--- config.mk ---
export PLATFORM = sky130hd
export DESIGN_NAME = bmad_top
export DESIGN_NICKNAME = d
export VERILOG_FILES = /design/src/verilog/bmad_pkg.sv /design/src/verilog/bmad_dec_if.sv /design/src/verilog/bmad_map_decode.sv /design/src/verilog/bmad_top.sv /design/src/verilog/bmad_wait_counter.sv
export VERILOG_INCLUDE_DIRS = /design/src /design/src/verilog
export SDC_FILE = /design/constraint.sdc
export NUM_CORES = 1
export LEC_CHECK = 0
export BUFFER_PORTS_ARGS = -buffer_cell sky130_fd_sc_hd__buf_2
export CORE_MARGIN = 1.5
export CORE_UTILIZATION = 53
export DETAILED_ROUTE_END_ITERATION = 10
export GPL_TIMING_DRIVEN = 0
export PLACE_DENSITY = 0.94
export REMOVE_ABC_BUFFERS = 1
export SKIP_LAST_GASP = 1
export SYNTH_ARGS = -nofsm -noshare
export SYNTH_HDL_FRONTEND = slang
export SYNTH_SLANG_ARGS = --single-unit
--- constraint.sdc ---
create_clock -name core_clk_i -period 5.9 [get_ports core_clk_i]
set_clock_uncertainty 0.15 [all_clocks]
set_input_delay 1.18 -clock core_clk_i [delete_from_list [all_inputs] [get_ports core_clk_i]]
set_output_delay 1.18 -clock core_clk_i [all_outputs]
set_load 0.02 [all_outputs]
--- src/verilog/bmad_cfg.svh ---
// Constants for the board memory address decoder: field positions, map blocks, wait counts and register offsets.
// Functional notes
// - Protected default: E00000-FEBFFF goes to system bus.
// - Protected default: FEC000-FEFFFF selects dual-port memory.
// - Protected default: FF0000-FF7FFF selects lower socket pair.
// - Protected default: FF8000-FFFFFF selects upper boot pair.
// - Real mode dual-port memory starts at 0EC000.
// - On-board dual-port access always takes two wait-states.
// - Each socket pair wait count selectable one to three.
// - Default wait count is one per socket pair.
// - Compare 20 bits real, 24 bits protected.
// - Local memory decoded in fixed 16K blocks.
// - Upper socket pair always ends at map top.
// - Lower pair contiguous below upper, or separate region.
// - Primary stage picks one of four strap maps.
// - Secondary level sets each pair's size and justification; code sizes only the lower pair, upper pair size follows the primary map.
// - Dual-port memory is one contiguous region.
// - Dual-port decodes one 16K block, both sides.
// - Local decode covers up to 256K bytes total.
// - Real default: 0E0000-0EBFFF system bus, above expansion.
`ifndef BMAD_CFG_SVH
`define BMAD_CFG_SVH

// Address fields: 16K-byte block index.
`define BMAD_ADDR_MSB 23
`define BMAD_REAL_MSB 19
`define BMAD_BLK_LSB 14
`define BMAD_REAL_TOP_NIB 4'hF

// Upper pair base block per primary map option, always top-justified.
`define BMAD_UP_BASE_P0 10'h3FF
`define BMAD_UP_BASE_P1 10'h3FE
`define BMAD_UP_BASE_P2 10'h3FC
`define BMAD_UP_BASE_P3 10'h3F8

// Separate lower pair region for secondary options four to seven.
`define BMAD_SPLIT_BASE 10'h3F0
`define BMAD_SPLIT_TOP_S4 10'h3F0
`define BMAD_SPLIT_TOP_S5 10'h3F0
`define BMAD_SPLIT_TOP_S6 10'h3F1
`define BMAD_SPLIT_TOP_S7 10'h3F3

// Dual-port block, expansion limits (first block past the region).
`define BMAD_DP_BLK 10'h3FB
`define BMAD_XB_PV_LIM 10'h380
`define BMAD_XB_RL_LIM01 6'h38
`define BMAD_XB_RL_LIM23 6'h28
`define BMAD_PRIM_FULL 2'h3

// Wait-state counts.
`define BMAD_DP_WAIT 3'h2
`define BMAD_LOC_WAIT_MIN 2'h1
`define BMAD_XB_WAIT_MAX 3'h4

// APB register byte offsets and control field positions.
`define BMAD_OFS_CTRL 12'h000
`define BMAD_OFS_STATUS 12'h004
`define BMAD_OFS_ADDR 12'h008
`define BMAD_OFS_COUNT 12'h00C
`define BMAD_F_PRIM 0
`define BMAD_F_SEC 2
`define BMAD_F_WSUP 5
`define BMAD_F_WSLO 7
`define BMAD_F_WSXB 9
`define BMAD_F_WSSB 12
`define BMAD_RST_PRIM 2'h1
`define BMAD_RST_SEC 3'h1
`define BMAD_RST_WSLOC 2'h1
`define BMAD_RST_WSEXT 3'h1

`endif

--- src/verilog/bmad_pkg.sv ---
// Types shared by the board memory address decoder modules.
package bmad_pkg;

	// Access target chosen by the map decode.
	typedef enum logic [2:0] {
		BMAD_TGT_NONE = 3'h0,
		BMAD_TGT_UPPER = 3'h1,
		BMAD_TGT_LOWER = 3'h2,
		BMAD_TGT_DUAL = 3'h3,
		BMAD_TGT_EXPN = 3'h4,
		BMAD_TGT_SYS = 3'h5
	} bmad_target_t;

	// Access sequencer states, Gray coded along idle, wait, done.
	typedef enum logic [1:0] {
		BMAD_ST_IDLE = 2'b00,
		BMAD_ST_WAIT = 2'b01,
		BMAD_ST_DONE = 2'b11
	} bmad_state_t;

endpackage : bmad_pkg

--- src/verilog/bmad_dec_if.sv ---
// Interface between the access sequencer and the map decode.
`timescale 1ns/100ps
interface bmad_dec_if;
	logic [23:0] addr;
	logic real_mode;
	logic [1:0] prim;
	logic [2:0] sec;
	bmad_pkg::bmad_target_t target;

	modport requester(output addr, real_mode, prim, sec, input target);
	modport decoder(input addr, real_mode, prim, sec, output target);
endinterface : bmad_dec_if

--- src/verilog/bmad_map_decode.sv ---
// Combinational memory map decode for on-board CPU accesses.
`timescale 1ns/100ps
`include "bmad_cfg.svh"
module bmad_map_decode (
	// Decode request and answer.
	bmad_dec_if.decoder dec
);

	logic [9:0] blk;
	logic [9:0] up_base;
	logic [9:0] lo_base;
	logic [9:0] lo_top;
	logic [9:0] sz;
	logic [5:0] real_blk;
	logic xb_hit;

	// Upper pair base block for a map option.
	function automatic logic [9:0] bmad_up_base(input logic [1:0] opt);
		logic [9:0] b;
		b = `BMAD_UP_BASE_P0;
		unique case (opt)
			2'h0: b = `BMAD_UP_BASE_P0;
			2'h1: b = `BMAD_UP_BASE_P1;
			2'h2: b = `BMAD_UP_BASE_P2;
			2'h3: b = `BMAD_UP_BASE_P3;
		endcase
		return b;
	endfunction : bmad_up_base

	// Block index, region bounds and a priority pick of one target.
	always_comb begin
		real_blk = dec.addr[`BMAD_REAL_MSB:`BMAD_BLK_LSB];
		blk = dec.real_mode ? {`BMAD_REAL_TOP_NIB, real_blk} : dec.addr[`BMAD_ADDR_MSB:`BMAD_BLK_LSB];
		up_base = bmad_up_base(dec.prim);
		sz = 10'h000 - bmad_up_base(dec.sec[1:0]);
		lo_base = bmad_up_base(dec.sec[1:0]) - sz;
		lo_top = bmad_up_base(dec.sec[1:0]) - 10'h001;
		if (dec.sec[2]) begin
			lo_base = `BMAD_SPLIT_BASE;
			unique case (dec.sec[1:0])
				2'h0: lo_top = `BMAD_SPLIT_TOP_S4;
				2'h1: lo_top = `BMAD_SPLIT_TOP_S5;
				2'h2: lo_top = `BMAD_SPLIT_TOP_S6;
				2'h3: lo_top = `BMAD_SPLIT_TOP_S7;
			endcase
		end
		if (dec.real_mode) begin
			xb_hit = real_blk < ((dec.prim[1]) ? `BMAD_XB_RL_LIM23 : `BMAD_XB_RL_LIM01);
		end else begin
			xb_hit = blk < `BMAD_XB_PV_LIM;
		end
		if (blk >= up_base) begin
			dec.target = bmad_pkg::BMAD_TGT_UPPER;
		end else if (blk >= lo_base && blk <= lo_top) begin
			dec.target = bmad_pkg::BMAD_TGT_LOWER;
		end else if (blk == `BMAD_DP_BLK) begin
			dec.target = bmad_pkg::BMAD_TGT_DUAL;
		end else if (xb_hit) begin
			dec.target = bmad_pkg::BMAD_TGT_EXPN;
		end else begin
			dec.target = bmad_pkg::BMAD_TGT_SYS;
		end
	end

endmodule : bmad_map_decode

--- src/verilog/bmad_top.sv ---
// Top of the board memory address decoder: APB registers, access sequencer and external dual-port hit.
//
// Local design decisions: register access over APB and the register offsets.
`timescale 1ns/100ps
`include "bmad_cfg.svh"
module bmad_top (
	// Clock and reset.
	input wire logic core_clk_i,
	input wire logic rst_n_i,
	// APB slave.
	input wire logic psel_i,
	input wire logic penable_i,
	input wire logic pwrite_i,
	input wire logic [11:0] paddr_i,
	input wire logic [31:0] pwdata_i,
	output logic [31:0] prdata_o,
	output logic pready_o,
	output logic pslverr_o,
	// Board straps.
	input wire logic [1:0] primary_map_straps_i,
	// On-board CPU access.
	input wire logic cpu_req_i,
	input wire logic [23:0] cpu_addr_i,
	input wire logic protected_virtual_addressing_i,
	output logic cpu_ready_o,
	// Target selects.
	output logic sel_upper_rom_pair_o,
	output logic sel_lower_rom_pair_o,
	output logic sel_dual_port_o,
	output logic sel_expansion_o,
	output logic sel_system_bus_o,
	// External system-bus master access.
	input wire logic ext_req_i,
	input wire logic [23:0] ext_addr_i,
	output logic ext_dual_port_sel_o
);

	// Configuration fields held by the control register.
	logic [1:0] prim;
	logic [2:0] sec;
	logic [1:0] ws_up;
	logic [1:0] ws_lo;
	logic [2:0] ws_xb;
	logic [2:0] ws_sb;
	logic strap_pending;

	// Access sequencer state and status.
	bmad_pkg::bmad_state_t state;
	bmad_pkg::bmad_state_t next_state;
	bmad_pkg::bmad_target_t last_target;
	logic [23:0] last_addr;
	logic [15:0] access_count;
	logic [2:0] next_wait;
	logic take;
	logic expire;

	// APB decode helpers.
	logic apb_setup;
	logic apb_commit;
	logic ofs_hit;
	logic [31:0] next_rdata;
	logic [31:0] ctrl_word;
	logic [31:0] status_word;
	logic map_mismatch;

	// Map decode over the carrier interface.
	bmad_dec_if dec_bus();

	assign dec_bus.addr = cpu_addr_i;
	assign dec_bus.real_mode = !protected_virtual_addressing_i;
	assign dec_bus.prim = prim;
	assign dec_bus.sec = sec;

	bmad_map_decode u_decode (
		.dec(dec_bus.decoder)
	);

	// A request is only taken while the sequencer is idle.
	assign take = cpu_req_i && (state == bmad_pkg::BMAD_ST_IDLE);

	// Wait count for the target chosen this cycle.
	always_comb begin
		next_wait = `BMAD_DP_WAIT;
		unique case (dec_bus.target)
			bmad_pkg::BMAD_TGT_UPPER: next_wait = {1'b0, ws_up};
			bmad_pkg::BMAD_TGT_LOWER: next_wait = {1'b0, ws_lo};
			bmad_pkg::BMAD_TGT_DUAL: next_wait = `BMAD_DP_WAIT;
			bmad_pkg::BMAD_TGT_EXPN: next_wait = ws_xb;
			bmad_pkg::BMAD_TGT_SYS: next_wait = ws_sb;
			default: next_wait = `BMAD_DP_WAIT;
		endcase
	end

	bmad_wait_counter u_wait (
		.core_clk_i(core_clk_i),
		.rst_n_i(rst_n_i),
		.load_i(take),
		.count_i(next_wait),
		.expire_o(expire)
	);

	// Sequencer next state: idle, wait out the count, one done cycle.
	always_comb begin
		next_state = state;
		unique case (state)
			bmad_pkg::BMAD_ST_IDLE: begin
				if (cpu_req_i) begin
					next_state = bmad_pkg::BMAD_ST_WAIT;
				end
			end
			bmad_pkg::BMAD_ST_WAIT: begin
				if (expire) begin
					next_state = bmad_pkg::BMAD_ST_DONE;
				end
			end
			bmad_pkg::BMAD_ST_DONE: next_state = bmad_pkg::BMAD_ST_IDLE;
			default: next_state = bmad_pkg::BMAD_ST_IDLE;
		endcase
	end

	// Sequencer state register.
	always_ff @(posedge core_clk_i) begin
		if (!rst_n_i) begin
			state <= bmad_pkg::BMAD_ST_IDLE;
		end else begin
			state <= next_state;
		end
	end

	// Ready pulses once the selected target's wait-states have passed.
	always_ff @(posedge core_clk_i) begin
		if (!rst_n_i) begin
			cpu_ready_o <= 1'b0;
		end else begin
			cpu_ready_o <= (state == bmad_pkg::BMAD_ST_WAIT) && expire;
		end
	end

	// One-hot target selects, held from the take until the ready cycle ends.
	always_ff @(posedge core_clk_i) begin
		if (!rst_n_i) begin
			sel_upper_rom_pair_o <= 1'b0;
			sel_lower_rom_pair_o <= 1'b0;
			sel_dual_port_o <= 1'b0;
			sel_expansion_o <= 1'b0;
			sel_system_bus_o <= 1'b0;
		end else if (take) begin
			sel_upper_rom_pair_o <= dec_bus.target == bmad_pkg::BMAD_TGT_UPPER;
			sel_lower_rom_pair_o <= dec_bus.target == bmad_pkg::BMAD_TGT_LOWER;
			sel_dual_port_o <= dec_bus.target == bmad_pkg::BMAD_TGT_DUAL;
			sel_expansion_o <= dec_bus.target == bmad_pkg::BMAD_TGT_EXPN;
			sel_system_bus_o <= dec_bus.target == bmad_pkg::BMAD_TGT_SYS;
		end else if (state == bmad_pkg::BMAD_ST_DONE) begin
			sel_upper_rom_pair_o <= 1'b0;
			sel_lower_rom_pair_o <= 1'b0;
			sel_dual_port_o <= 1'b0;
			sel_expansion_o <= 1'b0;
			sel_system_bus_o <= 1'b0;
		end
	end

	// Status capture: last target, last address and a running count of accesses.
	always_ff @(posedge core_clk_i) begin
		if (!rst_n_i) begin
			last_target <= bmad_pkg::BMAD_TGT_NONE;
			last_addr <= 24'h000000;
			access_count <= 16'h0000;
		end else if (take) begin
			last_target <= dec_bus.target;
			last_addr <= cpu_addr_i;
			access_count <= access_count + 16'h0001;
		end
	end

	// External masters see the dual-port block at its protected address in any CPU mode.
	always_ff @(posedge core_clk_i) begin
		if (!rst_n_i) begin
			ext_dual_port_sel_o <= 1'b0;
		end else begin
			ext_dual_port_sel_o <= ext_req_i &&
				(ext_addr_i[`BMAD_ADDR_MSB:`BMAD_BLK_LSB] == `BMAD_DP_BLK);
		end
	end

	// APB phases: setup edge prepares the answer, access edge commits it.
	assign apb_setup = psel_i && !penable_i;
	assign apb_commit = psel_i && penable_i && pready_o;
	assign ofs_hit = (paddr_i == `BMAD_OFS_CTRL) || (paddr_i == `BMAD_OFS_STATUS) ||
		(paddr_i == `BMAD_OFS_ADDR) || (paddr_i == `BMAD_OFS_COUNT);

	// A secondary option must belong to the chosen primary map.
	assign map_mismatch = sec[2] ? (prim != `BMAD_PRIM_FULL) : (sec[1:0] != prim);

	// Register images for reads.
	always_comb begin
		ctrl_word = 32'h00000000;
		ctrl_word[`BMAD_F_PRIM +: 2] = prim;
		ctrl_word[`BMAD_F_SEC +: 3] = sec;
		ctrl_word[`BMAD_F_WSUP +: 2] = ws_up;
		ctrl_word[`BMAD_F_WSLO +: 2] = ws_lo;
		ctrl_word[`BMAD_F_WSXB +: 3] = ws_xb;
		ctrl_word[`BMAD_F_WSSB +: 3] = ws_sb;
		status_word = {27'h0000000, map_mismatch, state != bmad_pkg::BMAD_ST_IDLE, last_target};
		next_rdata = 32'h00000000;
		if (paddr_i == `BMAD_OFS_CTRL) begin
			next_rdata = ctrl_word;
		end else if (paddr_i == `BMAD_OFS_STATUS) begin
			next_rdata = status_word;
		end else if (paddr_i == `BMAD_OFS_ADDR) begin
			next_rdata = {8'h00, last_addr};
		end else if (paddr_i == `BMAD_OFS_COUNT) begin
			next_rdata = {16'h0000, access_count};
		end
	end

	// APB answer: ready in the first cycle of the access phase, error on unmapped offsets.
	always_ff @(posedge core_clk_i) begin
		if (!rst_n_i) begin
			pready_o <= 1'b0;
			pslverr_o <= 1'b0;
			prdata_o <= 32'h00000000;
		end else if (apb_setup) begin
			pready_o <= 1'b1;
			pslverr_o <= !ofs_hit;
			prdata_o <= pwrite_i ? 32'h00000000 : next_rdata;
		end else begin
			pready_o <= 1'b0;
			pslverr_o <= 1'b0;
		end
	end

	// Primary map: taken from the straps after reset, then software may change it.
	always_ff @(posedge core_clk_i) begin
		if (!rst_n_i) begin
			strap_pending <= 1'b1;
			prim <= `BMAD_RST_PRIM;
		end else if (strap_pending) begin
			strap_pending <= 1'b0;
			prim <= primary_map_straps_i;
		end else if (apb_commit && pwrite_i && paddr_i == `BMAD_OFS_CTRL) begin
			prim <= pwdata_i[`BMAD_F_PRIM +: 2];
		end
	end

	// Secondary size option.
	always_ff @(posedge core_clk_i) begin
		if (!rst_n_i) begin
			sec <= `BMAD_RST_SEC;
		end else if (apb_commit && pwrite_i && paddr_i == `BMAD_OFS_CTRL) begin
			sec <= pwdata_i[`BMAD_F_SEC +: 3];
		end
	end

	// Local pair wait counts, each one to three, a zero write stored as one.
	always_ff @(posedge core_clk_i) begin
		if (!rst_n_i) begin
			ws_up <= `BMAD_RST_WSLOC;
			ws_lo <= `BMAD_RST_WSLOC;
		end else if (apb_commit && pwrite_i && paddr_i == `BMAD_OFS_CTRL) begin
			ws_up <= (pwdata_i[`BMAD_F_WSUP +: 2] == 2'h0) ? `BMAD_LOC_WAIT_MIN : pwdata_i[`BMAD_F_WSUP +: 2];
			ws_lo <= (pwdata_i[`BMAD_F_WSLO +: 2] == 2'h0) ? `BMAD_LOC_WAIT_MIN : pwdata_i[`BMAD_F_WSLO +: 2];
		end
	end

	// Off-board wait counts, zero to four, larger writes stored as four.
	always_ff @(posedge core_clk_i) begin
		if (!rst_n_i) begin
			ws_xb <= `BMAD_RST_WSEXT;
			ws_sb <= `BMAD_RST_WSEXT;
		end else if (apb_commit && pwrite_i && paddr_i == `BMAD_OFS_CTRL) begin
			ws_xb <= (pwdata_i[`BMAD_F_WSXB +: 3] > `BMAD_XB_WAIT_MAX) ? `BMAD_XB_WAIT_MAX : pwdata_i[`BMAD_F_WSXB +: 3];
			ws_sb <= (pwdata_i[`BMAD_F_WSSB +: 3] > `BMAD_XB_WAIT_MAX) ? `BMAD_XB_WAIT_MAX : pwdata_i[`BMAD_F_WSSB +: 3];
		end
	end

endmodule : bmad_top

--- src/verilog/bmad_wait_counter.sv ---
// Down-counter that times the wait-states of one access.
`timescale 1ns/100ps
module bmad_wait_counter (
	// Clock and reset.
	input wire logic core_clk_i,
	input wire logic rst_n_i,
	// Load and expiry.
	input wire logic load_i,
	input wire logic [2:0] count_i,
	output logic expire_o
);

	logic [2:0] cnt;
	logic active;

	// Load the count, then step down once per cycle until zero.
	always_ff @(posedge core_clk_i) begin
		if (!rst_n_i) begin
			cnt <= 3'h0;
			active <= 1'b0;
		end else if (load_i) begin
			cnt <= count_i;
			active <= 1'b1;
		end else if (active) begin
			if (cnt == 3'h0) begin
				active <= 1'b0;
			end else begin
				cnt <= cnt - 3'h1;
			end
		end
	end

	assign expire_o = active && (cnt == 3'h0);

endmodule : bmad_wait_counter
==> impl_metrics.yaml <==
route:
  totalWireLength_um: 11600
  vias: 4285
  wl_per_cell_um: 15.7
  drt_first_pass_iters: 5
  drt_iter0_drc: 263
  remaining_drc_errors: 0
  viasPerCell: 5.78
  ant_nets: 0
synthesis:
  synth_edf_count: 0
  synth_area_leaders: "dfxtp_1 (42%), nand2_1 (8.9%), a21oi_1 (6.8%), nor2_1 (4.4%), mux2i_1 (3.9%)"
  synthCells: 548
  syn_area_mm2: 0.00462
  ys_warn_count: 0
  ys_seq_area_share_pct: 42.5
  ys_ff_latch: 98
  synth_ff_type: "dfxtp_1"
  synth_top_area_share_pct: 42.5
  ys_async_sr_fraction_pct: 0
  yosys.area.top_type: "dfxtp_1"
  yosysUniqueCellTypes: 62
  avgSynthCellArea_um2: 8.43
clocking:
  clockBufferDepth: 2
  htree_levels: 3
  postCtsHoldBufs: 0
  worstSkewPairLatency_ns: 0.38
  cts_tree: "done"
  postCtsSetupBuffers: 0
  clk_pin_slew_ns: 0.09
  cts-resized-gates: 0
  clkSinkCount: 98
  cts_made_buffers: 9
  cts_root_buf: "clkbuf_8"
global_route:
  grt_pass1_vias: 3886
  grt_overflow: 0
  antenna_found_initial: 0
  grt_max_degree: 73
  grt_usage_pct: 25.4
  grt_pass1_wl_um: 18100
pwr:
  peakVddDrop_mv: 0.143
  p_leak_nw: 2.27
  power_density_mw_per_mm2: 235
  p_sw_w: 0.000338
  sw_frac_of_total_pct: 27.3
  intPower_w: 0.000898
  clock_power_share_pct: 32.7
  power_frac_seq_pct: 56.0
  comb_power_share_pct: 11.3
cells_and_area:
  drive_above_1_share_pct: 22.3
  multiInputGateArea_mm2: 0.00242
  layout_commonest_cell: "nand2_1"
  finalInstanceArea_mm2: 0.00526
  antennaDiodeCount: 0
  regArea_mm2: 0.00196
  areaGrowthSynthToFinish_pct: 13.9
  final_cells: 741
  nFillCells: 697
  finalNetCount: 746
  final_cell_mix: "nand2_1 (109), buf_2 (103), dfxtp_1 (98)"
placed_design:
  io_buffers: 103
  pre_cts_ws_ns: 2.29
  dp_cells: 725
  dp_hpwl_um: 8260
  place_area_mm2: 0.00508
  gp_congestion: 0.848
die:
  die_area_mm2: 0.00929
  die_x_um: 96.4
  start_util_pct: 55.4
  io_pins: 143
  die_h_um: 96.4
  rows: 33
  core_area_mm2: 0.00834
worst_setup_path:
  max_stage_delay_ns: 0.92
  cp_common_cell: "nor2_1"
  worstReg2RegEnd: "u_wait.cnt[1]$_SDFFE_PN0P_"
  rrSetupSlack_ns: 3.21
  end_kind: "flop"
  crit_path_cell_trace: "buf_2, inv_2, nor2_1, nand4bb_1, nor2_1, a21oi_1, nand2_1"
  arrival_ns: 3.38
  required_ns: 6.02
  path_max_fanout: 72
  timing.rr.start: "dec_bus.sec[2]$_SDFFE_PN0P_"
  cp_slowest_cell: "inv_2"
  startpoint_type: "input pin"
  critical_path_class: "input pin to flop"
  reg2reg_depth: 9
sta:
  max_freq_ghz: 0.307
  finalCriticalPeriod_ns: 3.26
  maxSlewHeadroom_pct: 19.0
  rsz0062_at_grt: "no"
  slew_viol_final: 0
  period_share_pct: 55.2
  hold_ws_ns: 0.311
  max_slew.worst_pin.slew_ns: 1.21
  finalSetupViolations: 0
  hold_viol: 0
  tns_ns: 0
  setup_ws_ns: 2.64
job:
  cap_violations: 0
worst_hold_path:
  hold_path_depth: 2
  hold_path.class: "flop to flop"
  holdPathEnd: "prdata_o[3]$_SDFFE_PN0P_"
  min_from: "prdata_o[3]$_SDFFE_PN0P_"
status:
  status: "finished, final reports clean"
power by group through the flow:
stage                     Sequential, W  Clock, W  Combinational, W
final                          0.000692  0.000404          0.000140
after global placement         0.000706         0          0.000128
after detailed placement       0.000707         0          0.000137
after CTS                      0.000692  0.000402          0.000138
after floorplan                0.000706         0         0.0000746
after global routing           0.000694  0.000432          0.000154
how the worst max path moves through the flow:
| stage | depth (start not counted) | slack, ns | to | from |
|---|---|---|---|---|
| finish | 7 | 2.64 | prdata_o[9]$_SDFFE_PN0P_ | rst_n_i |
| floorplan | 6 | 2.66 | access_count[6]$_SDFFE_PN0P_ | cpu_req_i |
| global route | 7 | 2.48 | prdata_o[9]$_SDFFE_PN0P_ | rst_n_i |
| detailed placement | 7 | 2.29 | prdata_o[9]$_SDFFE_PN0P_ | rst_n_i |
| CTS | 7 | 2.68 | prdata_o[9]$_SDFFE_PN0P_ | rst_n_i |
| global placement | 7 | 1.76 | access_count[6]$_SDFFE_PN0P_ | cpu_req_i |
routing by layer:
metal	global-route usage, %	vias up	part of all wire (%)
met2	44.0	198	49
met3	5.01	23	7.3
li1	-	2030	-
met4	7.49	0	1.7
met1	31.9	2034	42
met5	0	-	0
cell families after synthesis:
logic type	synth area share, %
multiplexers	4.14
AND/OR/NAND/NOR	26.0
AO/OA/AOI/OAI	14.6
adder cells (fa/ha/maj)	3.52
buffers and inverters	5.82
XOR/XNOR	3.41
flip-flops	42.5
other	0.0812
critical path, delay by kind of cell:
kind                   cells  cell delay, ns
AOI/OAI and AO/OA          1            0.16
buffers and inverters      2            1.15
and+or+nand+nor            4            0.84
area by class of cell:
| class | instances | area share, % |
|---|---|---|
| clock buffer | 10 | 2.61 |
| clock inverter | 6 | 0.784 |
| inverter | 8 | 0.570 |
| multi-input combinational | 410 | 45.9 |
| sequential | 98 | 37.3 |
| tap | 105 | 2.50 |
| timing repair buffer | 104 | 10.3 |
cell usage after synthesis (all sizes together), types with 3 or more instances:
library cell  instances
nand2               109
dfxtp                98
a21oi                64
nor2                 57
clkbuf               20
buf                  19
mux2i                18
xor2                 15
o21ai                14
ha                   13
nand3                13
a22oi                11
nand4                 9
inv                   8
nand2b                7
nand3b                7
nor3                  6
o211ai                6
and2                  5
and3                  5
nor3b                 5
nor4                  5
a31oi                 3
or2                   3
xnor2                 3
state kept, by name (all words and copies together) (netlist names), 3 cells and up:
signal / cells
ws_sb: 3
ws_xb: 3
prdata_o: 24
access_count: 16
last_target: 3
dec_bus.sec: 3
last_addr: 24
u_wait.cnt: 3
through the flow:
stage          total power [W]  utilization [%]
6_report               0.00124             63.1
5_1_grt                0.00128             63.1
4_1_cts                0.00123             63.1
3_5_place_dp          0.000844             61.0
3_3_place_gp          0.000833             60.6
2_1_floorplan         0.000780                -
(Power assumes the default switching activity.)
